`config.mk`:
```
export PLATFORM = sky130hd
export DESIGN_NAME = stm_monitor
export DESIGN_NICKNAME = d
export VERILOG_FILES = /design/src/logic/stm_pkg.sv /design/src/logic/stm_chan_if.sv /design/src/logic/stm_chan_filter.sv /design/src/logic/stm_monitor.sv
export VERILOG_INCLUDE_DIRS = /design/src /design/src/logic
export SDC_FILE = /design/constraint.sdc
export NUM_CORES = 1
export LEC_CHECK = 0
export BUFFER_PORTS_ARGS = -buffer_cell sky130_fd_sc_hd__buf_2
export CAP_MARGIN = 20
export CORE_UTILIZATION = 55
export DETAILED_ROUTE_END_ITERATION = 16
export GPL_TIMING_DRIVEN = 0
export MAX_ROUTING_LAYER = met4
export PLACE_DENSITY = 0.78
export REMOVE_ABC_BUFFERS = 1
export SLEW_MARGIN = 15
export SYNTH_ARGS = -nofsm -noshare
export SYNTH_HDL_FRONTEND = slang
export SYNTH_SLANG_ARGS = --single-unit
```
`constraint.sdc`:
```
create_clock -name clk_i -period 4.6 [get_ports clk_i]
set_input_delay 0.46 -clock clk_i [delete_from_list [all_inputs] [get_ports clk_i]]
set_output_delay 0.46 -clock clk_i [all_outputs]
set_load 0.02 [all_outputs]
```
`src/logic/stm_defines.svh`:
```
`ifndef STM_DEFINES_SVH
`define STM_DEFINES_SVH

// Clock rate and documented times, each in its own unit.
`define STM_CLK_MHZ        100
`define STM_PULSE_MS       1
`define STM_DEACT_US       500
`define STM_ACT_US         5
`define STM_SIM_MS         100
`define STM_RESPONSE_US    3500
`define STM_DUTY_PCT       10

// Derived cycle counts.
`define STM_ACT_CYC        (`STM_ACT_US * `STM_CLK_MHZ)
`define STM_FALL_CYC       ((`STM_PULSE_MS * 1000 + `STM_DEACT_US) * `STM_CLK_MHZ)
`define STM_SIM_CYC        (`STM_SIM_MS * 1000 * `STM_CLK_MHZ)
`define STM_RESPONSE_CYC   (`STM_RESPONSE_US * `STM_CLK_MHZ)

// Register word indexes (byte address is four times the index).
`define STM_REG_CTRL       6'h00
`define STM_REG_STATUS     6'h01
`define STM_REG_FAULT_CLR  6'h02
`define STM_REG_IRQ_STAT   6'h03
`define STM_REG_IRQ_CLR    6'h04
`define STM_REG_IRQ_EN     6'h05

// Field layout.
`define STM_CTRL_REPORT_RST 2'h3
`define STM_AXIS_STRIDE    8
`define STM_ST_CHAN_A      0
`define STM_ST_CHAN_B      1
`define STM_ST_ACTIVE      2
`define STM_ST_WARN        3
`define STM_ST_FAULT       4
`define STM_ST_SIM         5
`define STM_ST_POWER       6
`define STM_IRQ_PER_AXIS   3
`define STM_IRQ_TRIG       0
`define STM_IRQ_FAULT      1
`define STM_IRQ_SIM        2
`define STM_IRQ_W          6
`define STM_CNT_W          24

`endif

```
`src/logic/stm_pkg.sv`:
```
`include "stm_defines.svh"

package stm_pkg;

  typedef logic [`STM_CNT_W-1:0] stm_cnt_type;

  typedef struct packed {
    logic        level;
    stm_cnt_type cnt;
  } stm_filt_state_type;

  typedef struct packed {
    logic [1:0]             a_sync1;
    logic [1:0]             a_sync2;
    logic [1:0]             b_sync1;
    logic [1:0]             b_sync2;
    logic [1:0]             en_sync1;
    logic [1:0]             en_sync2;
    logic [1:0]             report;
    logic [1:0]             active;
    logic [1:0]             warn;
    logic [1:0]             fault;
    logic [1:0]             sim;
    logic [1:0]             rearm;
    logic [1:0]             power;
    logic [1:0][`STM_CNT_W-1:0] sim_cnt;
    logic [`STM_IRQ_W-1:0]  irq_stat;
    logic [`STM_IRQ_W-1:0]  irq_en;
    logic                   ack;
    logic [31:0]            rdata;
  } stm_state_type;

endpackage

```
`src/logic/stm_chan_if.sv`:
```
`timescale 1ns/1ps

interface stm_chan_if;
  logic raw;
  logic level;
  modport user (output raw, input level);
  modport filt (input raw, output level);
endinterface

```
`src/logic/stm_chan_filter.sv`:
```
`timescale 1ns/1ps
`include "stm_defines.svh"

module stm_chan_filter #(
  parameter stm_pkg::stm_cnt_type RISE_CYC = `STM_CNT_W'(`STM_ACT_CYC),
  parameter stm_pkg::stm_cnt_type FALL_CYC = `STM_CNT_W'(`STM_FALL_CYC)
) (
  input  wire logic   clk_i,
  input  wire logic   rst_i,
  stm_chan_if.filt    ch
);

  stm_pkg::stm_filt_state_type q;
  stm_pkg::stm_filt_state_type d;
  stm_pkg::stm_cnt_type        limit;

  always_comb begin
    d     = q;
    limit = q.level ? FALL_CYC : RISE_CYC;
    if (ch.raw == q.level) begin
      d.cnt = '0;
    end else if (q.cnt + 1'b1 >= limit) begin
      // Low pulses shorter than the fall time never reach the output.
      d.level = ch.raw;  // A high is accepted after the short rise time.
      d.cnt   = '0;
    end else begin
      d.cnt = q.cnt + 1'b1;
    end
  end

  always_ff @(posedge clk_i) begin
    if (rst_i) begin
      q <= '0;
    end else begin
      q <= d;
    end
  end

  assign ch.level = q.level;
endmodule

```
`src/logic/stm_monitor.sv`:
```
// Design decisions made here: the Wishbone slave port and the register offsets.
`timescale 1ns/1ps
`include "stm_defines.svh"

module stm_monitor #(
  parameter logic [`STM_CNT_W-1:0] FALL_CYC = `STM_CNT_W'(`STM_FALL_CYC),
  parameter logic [`STM_CNT_W-1:0] SIM_CYC  = `STM_CNT_W'(`STM_SIM_CYC)
) (
  input  wire logic        clk_i,
  input  wire logic        rst_i,
  input  wire logic        wb_cyc_i,
  input  wire logic        wb_stb_i,
  input  wire logic        wb_we_i,
  input  wire logic [7:0]  wb_adr_i,
  input  wire logic [3:0]  wb_sel_i,
  input  wire logic [31:0] wb_dat_i,
  output logic      [31:0] wb_dat_o,
  output logic             wb_ack_o,
  input  wire logic        axis1_safety_channel_a_i,
  input  wire logic        axis1_safety_channel_b_i,
  input  wire logic        axis2_safety_channel_a_i,
  input  wire logic        axis2_safety_channel_b_i,
  input  wire logic [1:0]  axis_enable_i,
  output logic      [1:0]  power_enable_o,
  output logic      [1:0]  torque_off_warning_o,
  output logic      [1:0]  torque_off_fault_o,
  output logic      [1:0]  channel_simultaneity_fault_o,
  output logic             irq_o
);

  localparam logic [`STM_CNT_W-1:0] RISE_CYC = `STM_CNT_W'(`STM_ACT_CYC);

  stm_pkg::stm_state_type q;
  stm_pkg::stm_state_type d;

  stm_chan_if ch_a [2] ();
  stm_chan_if ch_b [2] ();

  logic [1:0]            fa;
  logic [1:0]            fb;
  logic [1:0]            both_hi;
  logic [1:0]            act_d;
  logic [1:0]            trig;
  logic [1:0]            clr;
  logic [`STM_IRQ_W-1:0] irq_set;
  logic                  req;
  logic                  wr;
  logic [5:0]            widx;
  logic [31:0]           status;

  assign ch_a[0].raw = q.a_sync2[0];
  assign ch_a[1].raw = q.a_sync2[1];
  assign ch_b[0].raw = q.b_sync2[0];
  assign ch_b[1].raw = q.b_sync2[1];
  assign fa          = {ch_a[1].level, ch_a[0].level};
  assign fb          = {ch_b[1].level, ch_b[0].level};

  for (genvar g = 0; g < 2; g++) begin : g_axis
    stm_chan_filter #(
      .RISE_CYC (RISE_CYC),
      .FALL_CYC (FALL_CYC)
    ) u_filt_a (
      .clk_i (clk_i),
      .rst_i (rst_i),
      .ch    (ch_a[g])
    );
    stm_chan_filter #(
      .RISE_CYC (RISE_CYC),
      .FALL_CYC (FALL_CYC)
    ) u_filt_b (
      .clk_i (clk_i),
      .rst_i (rst_i),
      .ch    (ch_b[g])
    );
  end

  assign req  = wb_cyc_i && wb_stb_i && !q.ack;
  assign wr   = req && wb_we_i && wb_sel_i[0];
  assign widx = wb_adr_i[7:2];

  always_comb begin
    d          = q;
    d.a_sync1  = {axis2_safety_channel_a_i, axis1_safety_channel_a_i};
    d.b_sync1  = {axis2_safety_channel_b_i, axis1_safety_channel_b_i};
    d.en_sync1 = axis_enable_i;
    d.a_sync2  = q.a_sync1;
    d.b_sync2  = q.b_sync1;
    d.en_sync2 = q.en_sync1;
    clr        = '0;
    irq_set    = '0;
    status     = '0;

    if (wr && widx == `STM_REG_CTRL) begin
      d.report = wb_dat_i[1:0];
    end
    if (wr && widx == `STM_REG_FAULT_CLR) begin
      clr = wb_dat_i[1:0];
    end
    if (wr && widx == `STM_REG_IRQ_EN) begin
      d.irq_en = wb_dat_i[`STM_IRQ_W-1:0];
    end

    for (int i = 0; i < 2; i++) begin
      both_hi[i] = fa[i] && fb[i];

      // Disagreement time is counted and saturates once the fault is raised.
      if (fa[i] != fb[i]) begin
        if (q.sim_cnt[i] < SIM_CYC) begin
          d.sim_cnt[i] = q.sim_cnt[i] + 1'b1;
        end
      end else begin
        d.sim_cnt[i] = '0;
      end

      // Clear first, then set, so an event in the clearing cycle wins.
      if (clr[i]) begin
        d.fault[i] = 1'b0;
        d.sim[i]   = 1'b0;
      end
      if (fa[i] != fb[i] && q.sim_cnt[i] == SIM_CYC - 1'b1) begin
        d.sim[i] = 1'b1;
        irq_set[i*`STM_IRQ_PER_AXIS + `STM_IRQ_SIM] = 1'b1;
      end

      // A simultaneity fault or a low channel keeps the function active.
      act_d[i]    = !both_hi[i] || d.sim[i];
      trig[i]     = act_d[i] && !q.active[i];
      d.active[i] = act_d[i];

      if (trig[i] && q.report[i]) begin
        d.warn[i] = 1'b1;
        irq_set[i*`STM_IRQ_PER_AXIS + `STM_IRQ_TRIG] = 1'b1;
        if (q.en_sync2[i]) begin
          d.fault[i] = 1'b1;
          d.rearm[i] = 1'b1;
          irq_set[i*`STM_IRQ_PER_AXIS + `STM_IRQ_FAULT] = 1'b1;
        end
      end else if (!act_d[i]) begin
        d.warn[i] = 1'b0;
      end

      // Restart waits for the enable to be seen low once after the trigger.
      if (!q.en_sync2[i] && !(trig[i] && q.report[i])) begin
        d.rearm[i] = 1'b0;
      end

      // Power only with both channels, the enable, and no fault pending.
      d.power[i] = both_hi[i] && q.en_sync2[i] && !act_d[i] && !q.fault[i]
                   && !q.sim[i] && !q.rearm[i];

      status[i*`STM_AXIS_STRIDE + `STM_ST_CHAN_A] = fa[i];
      status[i*`STM_AXIS_STRIDE + `STM_ST_CHAN_B] = fb[i];
      status[i*`STM_AXIS_STRIDE + `STM_ST_ACTIVE] = q.active[i];
      status[i*`STM_AXIS_STRIDE + `STM_ST_WARN]   = q.warn[i];
      status[i*`STM_AXIS_STRIDE + `STM_ST_FAULT]  = q.fault[i];
      status[i*`STM_AXIS_STRIDE + `STM_ST_SIM]    = q.sim[i];
      status[i*`STM_AXIS_STRIDE + `STM_ST_POWER]  = q.power[i];
    end

    if (wr && widx == `STM_REG_IRQ_CLR) begin
      d.irq_stat = q.irq_stat & ~wb_dat_i[`STM_IRQ_W-1:0];
    end
    d.irq_stat = d.irq_stat | irq_set;

    d.ack   = req;
    d.rdata = '0;
    if (req && !wb_we_i) begin
      unique case (widx)
        `STM_REG_CTRL:     d.rdata = {30'h0000_0000, q.report};
        `STM_REG_STATUS:   d.rdata = status;
        `STM_REG_IRQ_STAT: d.rdata = {26'h000_0000, q.irq_stat};
        `STM_REG_IRQ_EN:   d.rdata = {26'h000_0000, q.irq_en};
        default:           d.rdata = '0;
      endcase
    end
  end

  always_ff @(posedge clk_i) begin
    if (rst_i) begin
      q        <= '0;
      q.report <= `STM_CTRL_REPORT_RST;
      q.active <= 2'h3;
    end else begin
      q <= d;
    end
  end

  assign wb_ack_o                     = q.ack;
  assign wb_dat_o                     = q.rdata;
  assign power_enable_o               = q.power;
  assign torque_off_warning_o         = q.warn;
  assign torque_off_fault_o           = q.fault;
  assign channel_simultaneity_fault_o = q.sim;
  assign irq_o                        = |(q.irq_stat & q.irq_en);
endmodule

```
==> impl_metrics.env <==
export IMPL_clk_path_buf_depth=3
export IMPL_grtUsageTotal=0.236
export IMPL_drc=0
export IMPL_cp_required_ns=5.00
export IMPL_period_share=0.853
export IMPL_io_buffers=47
export IMPL_setup_violations=0
export IMPL_rr_endpoint="g_axis[0].u_filt_b.q[11]"
export IMPL_cts_root_buf="clkbuf_16"
export IMPL_crit_chain="ha_1 -> nand4_1 -> nor3_1 -> and3_1 -> xor2_1 -> ha_1 -> nor2_1 -> o21ai_0 -> a2111oi_0 -> a31oi_2 -> nor3b_1"
export IMPL_hpwl_um=14700
export IMPL_yosys_area_top_type_share=0.398
export IMPL_vias_per_cell=5.78
export IMPL_die_w_um=138
export IMPL_start_util=0.563
export IMPL_hold_end="d[112]"
export IMPL_max_slew_margin_rel=0.247
export IMPL_clock_skew_ns=0.0104
export IMPL_grt_pass1_vias=7604
export IMPL_dp_cells=1398
export IMPL_reg2reg_depth=11
export IMPL_antenna_found_initial=1
export IMPL_run_status="complete, no violations"
export IMPL_final_max_slew_viol_count=0
export IMPL_fin_tns_setup_ns=0
export IMPL_row_count=49
export IMPL_final_cell_count_no_fill=1439
export IMPL_post_cts_buffers=0
export IMPL_fin_nets=1277
export IMPL_h_tree_depth=1
export IMPL_path_clk_slew_ns=0.06
export IMPL_fin_ws_ns=0.678
export IMPL_setup_worst_path_start_class="flip-flop"
export IMPL_avgSynthCellArea_sq_um=8.70
export IMPL_clock_sinks=201
export IMPL_wl_per_cell_um=14.8
export IMPL_place_area_sq_um=10300
export IMPL_crit_fanout=19
export IMPL_finalPower_mw=3.70
export IMPL_worstSetupPathType="flip-flop to flip-flop"
export IMPL_drt_first_pass_iters=6
export IMPL_wl_met1_um=9710
export IMPL_postSynthCellCount=1162
export IMPL_globalplace_congestion=0.899
export IMPL_min_period_ns=3.92
export IMPL_rsz0062_at_grt="false"
export IMPL_worstHoldStart="axis2_safety_channel_b_i"
export IMPL_wl_met2_um=10000
export IMPL_postCtsHoldBufs=0
export IMPL_wl_met3_um=1270
export IMPL_holdPathStages=2
export IMPL_die_area_sq_um=18900
export IMPL_io_pins=97
export IMPL_clock_latency_ns=0.50
export IMPL_critical_path_top_delay_family="simple AND/OR/NAND/NOR gates"
export IMPL_fin_area_sq_um=11100
export IMPL_cts_tree="yes"
export IMPL_cp_common_cell="ha_1"
export IMPL_fill_cells=1516
export IMPL_cts_made_buffers=23
export IMPL_final_antenna_net_count=0
export IMPL_drt_total_wl_um=21300
export IMPL_area_delta_synth_final_pct=9.67
export IMPL_synth_area_leaders="dfxtp_1, xnor2_1, nor2_1, ha_1, nand2_1"
export IMPL_power_density_nw_per_um2=333
export IMPL_worst_path_largest_cell_delay_ns=0.67
export IMPL_ys_warn_count=0
export IMPL_ys_flop_type="dfxtp_1"
export IMPL_grt_ovfl_total=0
export IMPL_vdd_ir_drop_max_mv=0.249
export IMPL_cpMaxStageDelayCell="nor3_1"
export IMPL_hold_class="primary input to flip-flop"
export IMPL_drive_above_1_share=0.0951
export IMPL_pre_cts_ws_ns=0.833
export IMPL_grt_max_degree=54
export IMPL_ys_types=80
export IMPL_cts_resized=0
export IMPL_ys_seq_area_frac=0.398
export IMPL_crit_buf_inv=0
export IMPL_ff2ff_setup_slack_ns=0.68
export IMPL_die_y_um=138
export IMPL_worstPathArrival_ns=4.32
export IMPL_synth_edf_count=0
export IMPL_cp_end_kind="flip-flop"
export IMPL_grt_pass1_wl_um=35500
export IMPL_r2r_start="g_axis[0].u_filt_b.q[1]"
export IMPL_ys_ff_latch=201
export IMPL_vias=8314
export IMPL_topRoutingLayerUsed="met4"
export IMPL_core_area_sq_um=18000
export IMPL_timing_max_cap_violations=0
export IMPL_finalHoldViolations=0
export IMPL_p_leak_nw=3.98
export IMPL_synthArstFlopShare=0
export IMPL_drt_iter0_drc=626
export IMPL_syn_area_sq_um=10100
export IMPL_tightest_slew_ns=1.12
export IMPL_utilization=0.618
export IMPL_fmax_mhz=255
export IMPL_yosys_area_top_type="dfxtp_1"
export IMPL_worst_hold_slack_ns=0.172
[sequential cells by signal (all words and copies together) (netlist names), 6 cells and up]
name / cells
q: 68
g_axis.u_filt_b.q: 48
wb_dat_o: 14
g_axis.u_filt_a.q: 48
d: 6
[per-layer routing]
metal  vias up  GRT usage
met5         -          -
met4         0     0.0617
met3        34     0.0327
met2       229      0.381
met1      3880      0.309
li1       4171          -
[final cells by class]
class	instances	area (sq um)	area share
flip-flops and latches	201	4020	0.363
repair buffers	48	243	0.0219
diodes	1	2.50	0.000226
clock inverters	5	78.8	0.00711
clock buffers	35	681	0.0614
well taps	229	287	0.0258
multi-input cells	887	5650	0.510
inverters	33	124	0.0112
[cell usage in the layout (no fill, tap or decap), types with 6 or more instances in the layout]
| cell type | instances |
|---|---|
| clkbuf_1 | 6 |
| nor3_1 | 44 |
| nor2b_1 | 33 |
| xnor2_1 | 65 |
| nand3_1 | 45 |
| a211oi_1 | 19 |
| and2_1 | 16 |
| and3_1 | 29 |
| a2111oi_0 | 7 |
| nand4_1 | 30 |
| xor2_1 | 30 |
| a222oi_1 | 6 |
| nor4_1 | 18 |
| or4_1 | 11 |
| a31oi_1 | 11 |
| buf_2 | 47 |
| nand4b_1 | 6 |
| clkbuf_16 | 23 |
| dfxtp_1 | 201 |
| or3_1 | 16 |
| and4_1 | 7 |
| a21oi_1 | 51 |
| mux2i_1 | 17 |
| nor2_2 | 7 |
| o21ai_0 | 25 |
| nand2_1 | 86 |
| clkbuf_8 | 6 |
| inv_1 | 33 |
| nor2_1 | 112 |
| nand2b_1 | 16 |
| ha_1 | 28 |
| conb_1 | 42 |
| o31ai_1 | 9 |
[synthesized netlist by cell type, types with 4 or more instances]
cell and instances:
o31a_1 5, a311oi_1 5, o31ai_1 10, clkbuf_1 34, a2111oi_0 7, buf_4 42, a21oi_1 51, nand3_1 45
nand4b_1 6, xnor2_1 65, and2_1 16, inv_1 33, nand4_1 30, and3_1 29, nor4_1 18, or2_2 5
ha_1 28, a222oi_1 6, or3_1 16, mux2i_1 17, nor2_1 112, nand2_1 86, and4b_1 4, a31oi_1 11
and4_1 7, nor2b_1 33, nor3_1 44, or4_1 11, o21ai_0 25, nand2b_1 16, a22oi_1 4, a311o_1 4
dfxtp_1 201, a211o_1 5, nor2_2 7, a41o_1 4, a211oi_1 19, a31o_2 4, nand3b_1 4, a21o_1 5
xor2_1 30, nor3b_1 4
[worst max path at each step]
| stage | endpoint | depth (start not counted) | start |
|---|---|---|---|
| final | g_axis[0].u_filt_b.q[11] | 11 | g_axis[0].u_filt_b.q[1] |
| after global routing | g_axis[0].u_filt_b.q[11] | 11 | g_axis[0].u_filt_b.q[1] |
| after CTS | g_axis[0].u_filt_b.q[11] | 11 | g_axis[0].u_filt_b.q[0] |
| after detailed placement | g_axis[0].u_filt_b.q[5] | 11 | g_axis[0].u_filt_b.q[0] |
| after global placement | g_axis[0].u_filt_b.q[17] | 11 | g_axis[0].u_filt_b.q[0] |
| after floorplan | g_axis[0].u_filt_b.ch.level | 11 | g_axis[0].u_filt_b.q[0] |
[where the power goes]
group | internal (mW) | switching (mW) | total (mW)
registers | 1.76 | 0.0159 | 1.78
clock network | 1.13 | 0.701 | 1.83
logic | 0.0327 | 0.0594 | 0.0920
total | 2.92 | 0.776 | 3.70
[worst reg2reg max path, stage by stage, from the launching register on]
cell,delay (ns)
dfxtp_1,0.51
ha_1,0.33
nand4_1,0.22
nor3_1,0.67
and3_1,0.27
xor2_1,0.20
ha_1,0.26
nor2_1,0.09
o21ai_0,0.08
a2111oi_0,0.54
a31oi_2,0.31
nor3b_1,0.37
[logic make-up after synthesis]
logic type / after synthesis / share of synthesized area
XOR/XNOR: 95 / 0.0823
flip-flops: 201 / 0.398
AO/OA/AOI/OAI: 199 / 0.141
multiplexers: 18 / 0.0179
other: 1 / 0.000371
buffers and inverters: 115 / 0.0594
adder cells (fa/ha/maj): 28 / 0.0346
AND/OR/NAND/NOR: 505 / 0.266
(Power assumes the default switching activity.)
